$ cat config.mk
export PLATFORM = sky130hd
export DESIGN_NAME = header_packet_framer_crc
export DESIGN_NICKNAME = d
export VERILOG_FILES = /design/src/rtl/hpf_pkg.sv /design/src/rtl/crc_step.sv /design/src/rtl/header_packet_framer_crc.sv
export SDC_FILE = /design/constraint.sdc
export NUM_CORES = 1
export LEC_CHECK = 0
export BUFFER_PORTS_ARGS = -buffer_cell sky130_fd_sc_hd__buf_2
export CORE_ASPECT_RATIO = 1.1
export CORE_UTILIZATION = 51
export DETAILED_ROUTE_END_ITERATION = 10
export GPL_TIMING_DRIVEN = 0
export PLACE_DENSITY = 0.77
export SYNTH_ARGS = -nofsm -noshare
export SYNTH_HDL_FRONTEND = slang
export SYNTH_SLANG_ARGS = --single-unit
$ cat constraint.sdc
create_clock -name core_clk -period 3.4 [get_ports core_clk]
set_input_delay 0.85 -clock core_clk [delete_from_list [all_inputs] [get_ports core_clk]]
set_output_delay 0.85 -clock core_clk [all_outputs]
set_load 0.02 [all_outputs]
$ cat src/rtl/hpf_pkg.sv
// Constants and types for the header packet framer and its CRC engine.
// Assumes one symbol per core_clk cycle on both symbol paths.
//
// What this block does
// - Multi-byte fields go least significant byte first
// - Header packet is exactly twenty symbols long
// - Start set: three SHP then one EPF
// - Send and recognise packets only after start set
// - Header: twelve info bytes plus CRC-16
// - CRC-16 polynomial is 100Bh
// - CRC-16 register preset to FFFFh
// - CRC-16 over info bytes, bit 0 first
// - Transmitter inverts final CRC-16 remainder
// - Receiver accepts header when residual is F6AAh
// - CRC-16 result bit i to field 15-i
// - Control word: seq, reserved, hub, delayed, deferred, CRC-5
// - CRC-5 polynomial 00101b, preset 11111b
// - CRC-5 covers control word bits 0 to 10
// - Inverted CRC-5 MSb at bit 11, LSb 15
// - Control word valid when residual is 01100b
// - Data packet is header then framed payload; this block handles only the header and hunts again after it
package hpf_pkg;

  localparam int          SYM_TOTAL     = 20;
  localparam int          START_SYMS    = 4;
  localparam int          HDR_BYTES     = 12;
  localparam int          BODY_BYTES    = 16;
  localparam logic [4:0]  IDX_HDR0      = 5'h04;
  localparam logic [4:0]  IDX_CRC0      = 5'h10;
  localparam logic [4:0]  IDX_LCW0      = 5'h12;
  localparam logic [4:0]  IDX_EPF       = 5'h03;
  localparam logic [4:0]  IDX_LAST      = 5'h13;
  localparam logic [3:0]  RX_CRC0       = 4'hc;
  localparam logic [3:0]  RX_LCW0       = 4'he;
  localparam logic [3:0]  RX_LAST       = 4'hf;
  localparam logic [15:0] CRC16_POLY    = 16'h100b;
  localparam logic [15:0] CRC16_INIT    = 16'hffff;
  localparam logic [15:0] CRC16_RESID   = 16'hf6aa;
  localparam logic [4:0]  CRC5_POLY     = 5'h05;
  localparam logic [4:0]  CRC5_INIT     = 5'h1f;
  localparam logic [4:0]  CRC5_RESID    = 5'h0c;
  localparam int          LCW_INFO_BITS = 11;
  localparam int          LCW_CRC_LSB   = 11;
  localparam logic [2:0]  START_MIN_HIT = 3'h3;

  typedef struct packed {
    logic       k;
    logic [7:0] d;
  } sym_type;

  // Bit 0 is seq[0]; bit 10 is the deferred flag
  typedef struct packed {
    logic       deferred;
    logic       delayed;
    logic [2:0] hub_depth;
    logic [2:0] rsvd;
    logic [2:0] seq;
  } lcw_info_type;

  typedef enum logic [1:0] {
    TX_IDLE = 2'b00,
    TX_SEND = 2'b01
  } tx_state_type;

  typedef enum logic [1:0] {
    RX_HUNT = 2'b00,
    RX_BODY = 2'b01
  } rx_state_type;

endpackage : hpf_pkg

$ cat src/rtl/crc_step.sv
// Combinational serial CRC advance over N data bits, bit 0 first.
// Assumes the caller holds the running remainder in its own register.
`timescale 1ns/10ps
module crc_step #(
  parameter int         W    = 16,
  parameter int         N    = 8,
  parameter logic [W-1:0] POLY = '0
) (
  input  wire logic [W-1:0] crc_in,   // Running remainder
  input  wire logic [N-1:0] data_in,  // Bits, bit 0 processed first
  output logic      [W-1:0] crc_out   // Remainder after N bits
);

  always_comb begin
    logic [W-1:0] c;
    logic         fb;
    c  = crc_in;
    fb = 1'b0;
    for (int i = 0; i < N; i++) begin
      fb = c[W-1] ^ data_in[i];
      c  = {c[W-2:0], 1'b0} ^ (fb ? POLY : '0);
    end
    crc_out = c;
  end

endmodule : crc_step

$ cat src/rtl/header_packet_framer_crc.sv
// Header packet framer: builds and checks twenty-symbol header packets.
// Assumes both symbol paths are synchronous to core_clk, one symbol a cycle.
`timescale 1ns/10ps
module header_packet_framer_crc
  import hpf_pkg::*;
#(
  parameter logic [7:0] SHP_CODE = 8'h5c,  // Start-of-header K code
  parameter logic [7:0] EPF_CODE = 8'hf7   // End-of-framing K code
) (
  input  wire logic         core_clk,       // Symbol clock
  input  wire logic         reset,          // Synchronous, active high
  input  wire logic         clk_en,         // Freezes all state when low
  input  wire logic         tx_req_valid,   // Header offered for sending
  output logic              tx_req_ready,   // Header taken this cycle
  input  wire logic [95:0]  tx_hdr,         // Byte n in bits 8n+7:8n
  input  wire lcw_info_type tx_lcw,         // Control word information
  output sym_type           tx_sym,         // Symbol toward the link
  output logic              tx_sym_valid,   // tx_sym holds a symbol
  input  wire logic         tx_sym_ready,   // Link takes tx_sym
  output logic              tx_busy,        // Packet in progress
  input  wire sym_type      rx_sym,         // Symbol from the link
  input  wire logic         rx_sym_valid,   // rx_sym holds a symbol
  output logic [95:0]       rx_hdr,         // Received header information
  output lcw_info_type      rx_lcw,         // Received control word
  output logic              rx_hdr_valid,   // Pulse: packet passed checks
  output logic              rx_crc16_err,   // Pulse: header CRC failed
  output logic              rx_crc5_err,    // Pulse: control word CRC bad
  output logic              rx_frame_err    // Pulse: K symbol in body
);

  // Transmit side
  tx_state_type tx_state_q;
  logic [4:0]   tx_idx_q;
  logic [95:0]  tx_hdr_q;
  lcw_info_type tx_lcw_q;
  logic [15:0]  tx_crc_q;
  logic [15:0]  tx_crc_next;
  logic [4:0]   tx_crc5;
  logic [15:0]  tx_crc_field;
  logic [15:0]  tx_lcw_word;
  logic [3:0]   tx_hdr_sel;
  logic [7:0]   tx_byte;
  sym_type      tx_sym_d;
  sym_type      tx_sym_q;
  logic         tx_sym_valid_q;
  logic         tx_adv;
  logic         tx_take;

  assign tx_busy      = (tx_state_q == TX_SEND);
  assign tx_req_ready = clk_en && (tx_state_q == TX_IDLE);
  assign tx_take      = tx_req_ready && tx_req_valid;
  assign tx_adv       = clk_en && tx_busy
                        && (!tx_sym_valid_q || tx_sym_ready);
  assign tx_sym       = tx_sym_q;
  assign tx_sym_valid = tx_sym_valid_q;
  assign tx_hdr_sel   = 4'(tx_idx_q - IDX_HDR0);
  // Slots outside the header bytes read zero, never past the vector
  assign tx_byte      = (tx_hdr_sel < 4'(HDR_BYTES))
                        ? tx_hdr_q[8*tx_hdr_sel +: 8] : 8'h00;

  crc_step #(
    .W    (16),
    .N    (8),
    .POLY (CRC16_POLY)
  ) u_tx_crc16 (
    .crc_in  (tx_crc_q),
    .data_in (tx_byte),
    .crc_out (tx_crc_next)
  );

  crc_step #(
    .W    (5),
    .N    (LCW_INFO_BITS),
    .POLY (CRC5_POLY)
  ) u_tx_crc5 (
    .crc_in  (CRC5_INIT),
    .data_in (tx_lcw_q),
    .crc_out (tx_crc5)
  );

  // Inverted and bit-reversed check fields
  always_comb begin
    tx_crc_field = '0;
    tx_lcw_word  = {5'h00, tx_lcw_q};
    for (int i = 0; i < 16; i++) begin
      tx_crc_field[15-i] = ~tx_crc_q[i];
    end
    for (int j = 0; j < 5; j++) begin
      tx_lcw_word[LCW_CRC_LSB+j] = ~tx_crc5[4-j];
    end
  end

  // Symbol for the current slot of the packet
  always_comb begin
    tx_sym_d = '0;
    if (tx_idx_q < IDX_HDR0) begin
      tx_sym_d.k = 1'b1;
      tx_sym_d.d = (tx_idx_q == IDX_EPF) ? EPF_CODE : SHP_CODE;
    end else if (tx_idx_q < IDX_CRC0) begin
      tx_sym_d.d = tx_byte;
    end else if (tx_idx_q < IDX_LCW0) begin
      tx_sym_d.d = (tx_idx_q == IDX_CRC0) ? tx_crc_field[7:0]
                                          : tx_crc_field[15:8];
    end else begin
      tx_sym_d.d = (tx_idx_q == IDX_LCW0) ? tx_lcw_word[7:0]
                                          : tx_lcw_word[15:8];
    end
  end

  always_ff @(posedge core_clk) begin
    if (reset) begin
      tx_state_q <= TX_IDLE;
      tx_idx_q   <= '0;
    end else if (tx_take) begin
      tx_state_q <= TX_SEND;
      tx_idx_q   <= '0;
    end else if (tx_adv) begin
      if (tx_idx_q == IDX_LAST) begin
        tx_state_q <= TX_IDLE;
        tx_idx_q   <= '0;
      end else begin
        tx_idx_q <= tx_idx_q + 5'h01;
      end
    end
  end

  // Capture of the offered header; reserved bits go out as zero
  always_ff @(posedge core_clk) begin
    if (reset) begin
      tx_hdr_q <= '0;
      tx_lcw_q <= '0;
    end else if (tx_take) begin
      tx_hdr_q      <= tx_hdr;
      tx_lcw_q      <= tx_lcw;
      tx_lcw_q.rsvd <= 3'h0;
    end
  end

  always_ff @(posedge core_clk) begin
    if (reset) begin
      tx_crc_q <= CRC16_INIT;
    end else if (tx_take) begin
      tx_crc_q <= CRC16_INIT;
    end else if (tx_adv && tx_idx_q >= IDX_HDR0
                 && tx_idx_q < IDX_CRC0) begin
      tx_crc_q <= tx_crc_next;
    end
  end

  always_ff @(posedge core_clk) begin
    if (reset) begin
      tx_sym_q       <= '0;
      tx_sym_valid_q <= 1'b0;
    end else if (tx_adv) begin
      tx_sym_q       <= tx_sym_d;
      tx_sym_valid_q <= 1'b1;
    end else if (clk_en && tx_sym_ready) begin
      tx_sym_valid_q <= 1'b0;
    end
  end

  // Receive side
  rx_state_type rx_state_q;
  sym_type      rx_win_q [3];
  logic [2:0]   rx_hits;
  logic [3:0]   rx_cnt_q;
  logic [15:0]  rx_crc_q;
  logic [15:0]  rx_crc_next;
  logic [7:0]   rx_lcw_lo_q;
  logic [4:0]   rx_crc5_res;
  logic         rx_take;
  logic         rx_crc16_ok;
  logic         rx_crc5_ok;

  assign rx_take = clk_en && rx_sym_valid;

  // Start set match, tolerating one bad symbol
  always_comb begin
    rx_hits = '0;
    for (int i = 0; i < 3; i++) begin
      rx_hits = rx_hits + 3'((rx_win_q[i].k
                              && rx_win_q[i].d == SHP_CODE) ? 1 : 0);
    end
    rx_hits = rx_hits + 3'((rx_sym.k && rx_sym.d == EPF_CODE) ? 1 : 0);
  end

  crc_step #(
    .W    (16),
    .N    (8),
    .POLY (CRC16_POLY)
  ) u_rx_crc16 (
    .crc_in  (rx_crc_q),
    .data_in (rx_sym.d),
    .crc_out (rx_crc_next)
  );

  crc_step #(
    .W    (5),
    .N    (16),
    .POLY (CRC5_POLY)
  ) u_rx_crc5 (
    .crc_in  (CRC5_INIT),
    .data_in ({rx_sym.d, rx_lcw_lo_q}),
    .crc_out (rx_crc5_res)
  );

  assign rx_crc16_ok = (rx_crc_q == CRC16_RESID);
  assign rx_crc5_ok  = (rx_crc5_res == CRC5_RESID);

  // Window of the last three symbols for start-set search
  always_ff @(posedge core_clk) begin
    if (reset) begin
      for (int i = 0; i < 3; i++) begin
        rx_win_q[i] <= '0;
      end
    end else if (rx_take) begin
      rx_win_q[0] <= rx_win_q[1];
      rx_win_q[1] <= rx_win_q[2];
      rx_win_q[2] <= rx_sym;
    end
  end

  always_ff @(posedge core_clk) begin
    if (reset) begin
      rx_state_q <= RX_HUNT;
      rx_cnt_q   <= '0;
    end else if (rx_take) begin
      case (rx_state_q)
        RX_HUNT: begin
          if (rx_hits >= START_MIN_HIT) begin
            rx_state_q <= RX_BODY;
            rx_cnt_q   <= '0;
          end
        end
        RX_BODY: begin
          if (rx_sym.k || rx_cnt_q == RX_LAST) begin
            // Hunt again, so a trailing payload is not read as body
            rx_state_q <= RX_HUNT;
            rx_cnt_q   <= '0;
          end else begin
            rx_cnt_q <= rx_cnt_q + 4'h1;
          end
        end
        default: begin
          rx_state_q <= RX_HUNT;
          rx_cnt_q   <= '0;
        end
      endcase
    end
  end

  // CRC-16 runs over info bytes and the received check field
  always_ff @(posedge core_clk) begin
    if (reset) begin
      rx_crc_q <= CRC16_INIT;
    end else if (rx_take) begin
      if (rx_state_q == RX_HUNT) begin
        rx_crc_q <= CRC16_INIT;
      end else if (rx_cnt_q < RX_LCW0) begin
        rx_crc_q <= rx_crc_next;
      end
    end
  end

  always_ff @(posedge core_clk) begin
    if (reset) begin
      rx_hdr      <= '0;
      rx_lcw_lo_q <= '0;
      rx_lcw      <= '0;
    end else if (rx_take && rx_state_q == RX_BODY && !rx_sym.k) begin
      if (rx_cnt_q < RX_CRC0) begin
        rx_hdr[8*rx_cnt_q +: 8] <= rx_sym.d;
      end else if (rx_cnt_q == RX_LCW0) begin
        rx_lcw_lo_q <= rx_sym.d;
      end else if (rx_cnt_q == RX_LAST) begin
        rx_lcw <= lcw_info_type'({rx_sym.d[2:0], rx_lcw_lo_q});
      end
    end
  end

  // One-cycle result pulses at the last symbol; frame error at any K symbol in the body
  always_ff @(posedge core_clk) begin
    if (reset) begin
      rx_hdr_valid <= 1'b0;
      rx_crc16_err <= 1'b0;
      rx_crc5_err  <= 1'b0;
      rx_frame_err <= 1'b0;
    end else if (clk_en) begin
      rx_hdr_valid <= 1'b0;
      rx_crc16_err <= 1'b0;
      rx_crc5_err  <= 1'b0;
      rx_frame_err <= 1'b0;
      if (rx_sym_valid && rx_state_q == RX_BODY) begin
        if (rx_sym.k) begin
          rx_frame_err <= 1'b1;
        end else if (rx_cnt_q == RX_LAST) begin
          rx_hdr_valid <= rx_crc16_ok && rx_crc5_ok;
          rx_crc16_err <= !rx_crc16_ok;
          rx_crc5_err  <= !rx_crc5_ok;
        end
      end
    end
  end

endmodule : header_packet_framer_crc

==> flow_summary.yaml <==
clock_tree:
  tritoncts: "yes"
  clock_sinks: 303
  htree_levels: 1
  root_buffer: "clkbuf_16"
  ctsHoldBuffers: 0
  cts_buffer_depth: 3
  cts_buffers: 31
  clk_latency_ns: 0.58
  clkTransAtPathRegs_ns: 0.06
yosys:
  synth_compound_area_share_pct: 12.11
  ys_seq_area_share_pct: 46.97
  syn_inst: 1558
  synthDistinctLibCells: 59
  synth.avg_cell_area_sq_um: 8.658
  synth_top_family_by_area: "simple AND/OR/NAND/NOR gates"
  ys_seq_elements: 303
  synth_top_cell_by_area: "dfxtp_1"
  synth_fa_ha_area_share_pct: 1.540
  yosys.area_share.simple_pct: 20.94
  synth_edf_count: 27
  synthMuxAreaShare_pct: 7.940
  netlist_area_sq_um: 13490
  synth_area_leaders: "dfxtp_1 (41%), nand2_1 (8.4%), a21oi_1 (7.6%), edfxtp_1 (6.0%), nor2_1 (5.6%)"
  synth_ff_type: "dfxtp_1"
  synthXorXnorAreaFrac_pct: 6.910
  synth_top_area_share_pct: 40.96
  synth_fp_nets: 1696
  yosysWarnings: 0
  async_flop_share_pct: 0
route:
  ant_nets: 0
  via_per_inst: 5.469
  first_pass_iters: 5
  routed-via-count: 12020
  drc_errors: 0
  drt_iter0_drc: 816
  wl_um: 38370
  wire_per_inst_um: 17.46
sta:
  setup_viol: 0
  maxSlewViolCount: 0
  fmax_ghz: 0.3063
  period_needed_ns: 3.265
  hold_viol: 0
  clock_skew_ns: 0.02831
  fin_crit_sh_pct: 96.04
  relSlewSlack_pct: 22.51
  tightestPinTransition_ns: 1.162
  rsz0062_at_grt: "false"
global_routing:
  overflow: 0
  grt_pass1_wl_um: 60130
  antenna_found_initial: 2
  grt_pass1_vias: 11580
  grt_use_total_pct: 28.11
  grt_max_degree: 28
critical_path:
  worst_ep_required_time_ns: 3.88
  path_cells: "clkbuf_4 -> inv_1 -> ha_1 -> clkbuf_4 -> and2_2 -> a22o_1 -> a21oi_2 -> nor2_2 -> xnor2_2 -> xnor3_1 -> and3_1 -> nor3_1"
  cpMostUsedCell: "clkbuf_4"
  path_class: "flip-flop to flip-flop"
  cp_max_fo: 10
  worstSetupStartpointType: "flip-flop"
  endpoint_kind: "flip-flop"
  rrSetupSlack_ns: 0.13
  crit_arrival_ns: 3.74
  critPathMaxStageDelay_ns: 0.47
  cpLargestDelayFamily: "simple AND/OR/NAND/NOR gates"
  cp.buffers_inverters: 3
  slowest_stage: "xnor3_1"
die:
  rows: 62
  core-area_sq_um: 26070
  die_w_um: 157.1
  fp.dieH_um: 172.6
  die-area_sq_um: 27100
  initial_utilization_pct: 51.75
  ios: 245
cells_and_area:
  drive_above_1_share_pct: 18.21
  fill_cells: 2289
  final_common_cell: "nand2_1"
  fin_area_sq_um: 16190
  multi_input_area_sq_um: 6693
  seqCellArea_sq_um: 6336
  area_growth_pct: 20.00
  final_cell_mix: "nand2_1 (301), dfxtp_1 (276), buf_2 (247)"
  postLayoutCoreUtil_pct: 62.10
  fin_nets: 1961
power_and_ir_drop:
  cellInternalPower_uw: 5949
  p_seq_share_pct: 48.2
  swShare_pct: 23.23
  power.density_nw_per_um2: 478.7
  p_leak_uw: 0.006497
  power.switching_uw: 1800
  p_comb_share_pct: 6.8
  power.share.clock_pct: 44.9
  peakVddDrop_uv: 492.5
job:
  cap_violations: 0
placement:
  hpwl_um: 28510
  placed_area_sq_um: 15130
  gp_congestion: 0.9120
  numPortBuffers: 240
run_status:
  outcome: "complete, no violations"
worst_hold_path:
  hold_path.class: "flip-flop to flip-flop"
cells in the mapped netlist (11+ instances only):
cell and number:
a21oi_1 205, dfxtp_1 276, nand2b_1 25, nand2_1 301, ha_1 15, xnor2_1 52
and2_1 30, o211ai_1 12, mux2i_1 65, nor3_1 23, nand3_1 25, edfxtp_1 27
inv_1 11, xor2_1 33, o21ai_0 13, clkbuf_1 85, o22ai_1 20, nor2_1 200
through the flow:
step	setup WS [ns]	setup TNS [ns]	instances	total power (uW)	hold WS, ns
after detailed placement	-0.9499	-5.792	2150	4339	0.4432
after global placement	-0.8481	-4.625	2150	4327	0.4380
after global routing	0.03405	0	2197	7991	0.4676
after floorplan	0.04466	0	1558	4124	0.4315
final	0.1347	0	2198	7749	0.4477
after CTS	0.005481	0	2197	7779	0.4513
routing by layer:
layer / GRT usage (%) / wire length (um) / vias up
met5: 0 / 13 / -
met4: 11.89 / 1496 / 2
met3: 7.118 / 3245 / 100
met2: 44.44 / 17660 / 464
met1: 36.38 / 15950 / 5657
li1: - / - / 5797
cell families (layout without fill, tap and decap cells):
logic type	after synthesis	after routing
buffers and inverters	117	404
AND/OR/NAND/NOR	654	654
multiplexers	84	84
adder cells (fa/ha/maj)	16	16
other	0	1
XOR/XNOR	95	95
flip-flops	303	303
AO/OA/AOI/OAI	289	289
state kept, by name (all words and copies together), names as in the netlist, 4 cells and up:
| register | flops |
|---|---|
| tx_sym | 9 |
| rx_cnt_q | 4 |
| tx_hdr_q | 96 |
| rx_lcw_lo_q | 8 |
| tx_crc_q | 16 |
| rx_crc_q | 16 |
| rx_lcw | 11 |
| rx_hdr | 96 |
| tx_lcw_q | 8 |
| rx_win_q | 27 |
| tx_idx_q | 5 |
final cells by class:
class                           count  area share (%)
Tap cell                          352           2.721
Clock buffer                       46           5.828
Sequential cell                   303           39.14
Antenna cell                        1         0.01546
Timing Repair Buffer              240           7.421
Inverter                           11          0.2551
Buffer                             98           2.589
Multi-Input combinational cell   1138           41.35
Clock inverter                      9          0.6802
final timing paths:
| check | from | endpoint | depth (start not counted) |
|---|---|---|---|
| worst max-delay path | tx_idx_q[2]$_SDFFE_PP0P_ | tx_crc_q[4]$_SDFFE_PP1P_ | 12 |
| worst min-delay path | tx_hdr_q[67]$_SDFFE_PP0P_ | tx_hdr_q[67]$_SDFFE_PP0P_ | 2 |
| worst min register to register | tx_hdr_q[67]$_SDFFE_PP0P_ | tx_hdr_q[67]$_SDFFE_PP0P_ | 2 |
| worst max register to register | tx_idx_q[2]$_SDFFE_PP0P_ | tx_crc_q[4]$_SDFFE_PP1P_ | 12 |
tightest hold or removal path: stages, from the launching register on:
cell and delay (ns):
dfxtp_1 0.30, nand2_1 0.05, a21oi_1 0.05
power groups by stage:
stage	Combinational [uW]	Sequential [uW]	Clock [uW]
after floorplan	317	3810	0
after global placement	518	3810	0
after detailed placement	526	3810	0
after CTS	525	3740	3520
after global routing	578	3740	3670
final	531	3740	3480
what timing repair did:
| action | in CTS | in global routing |
|---|---|---|
| setup endpoints to repair | 7 | 7 |
| resized for setup | 1 | 8 |
| buffers inserted | 0 | 0 |
| pin swaps | 0 | 1 |
Power figures use the tool's default switching activity.
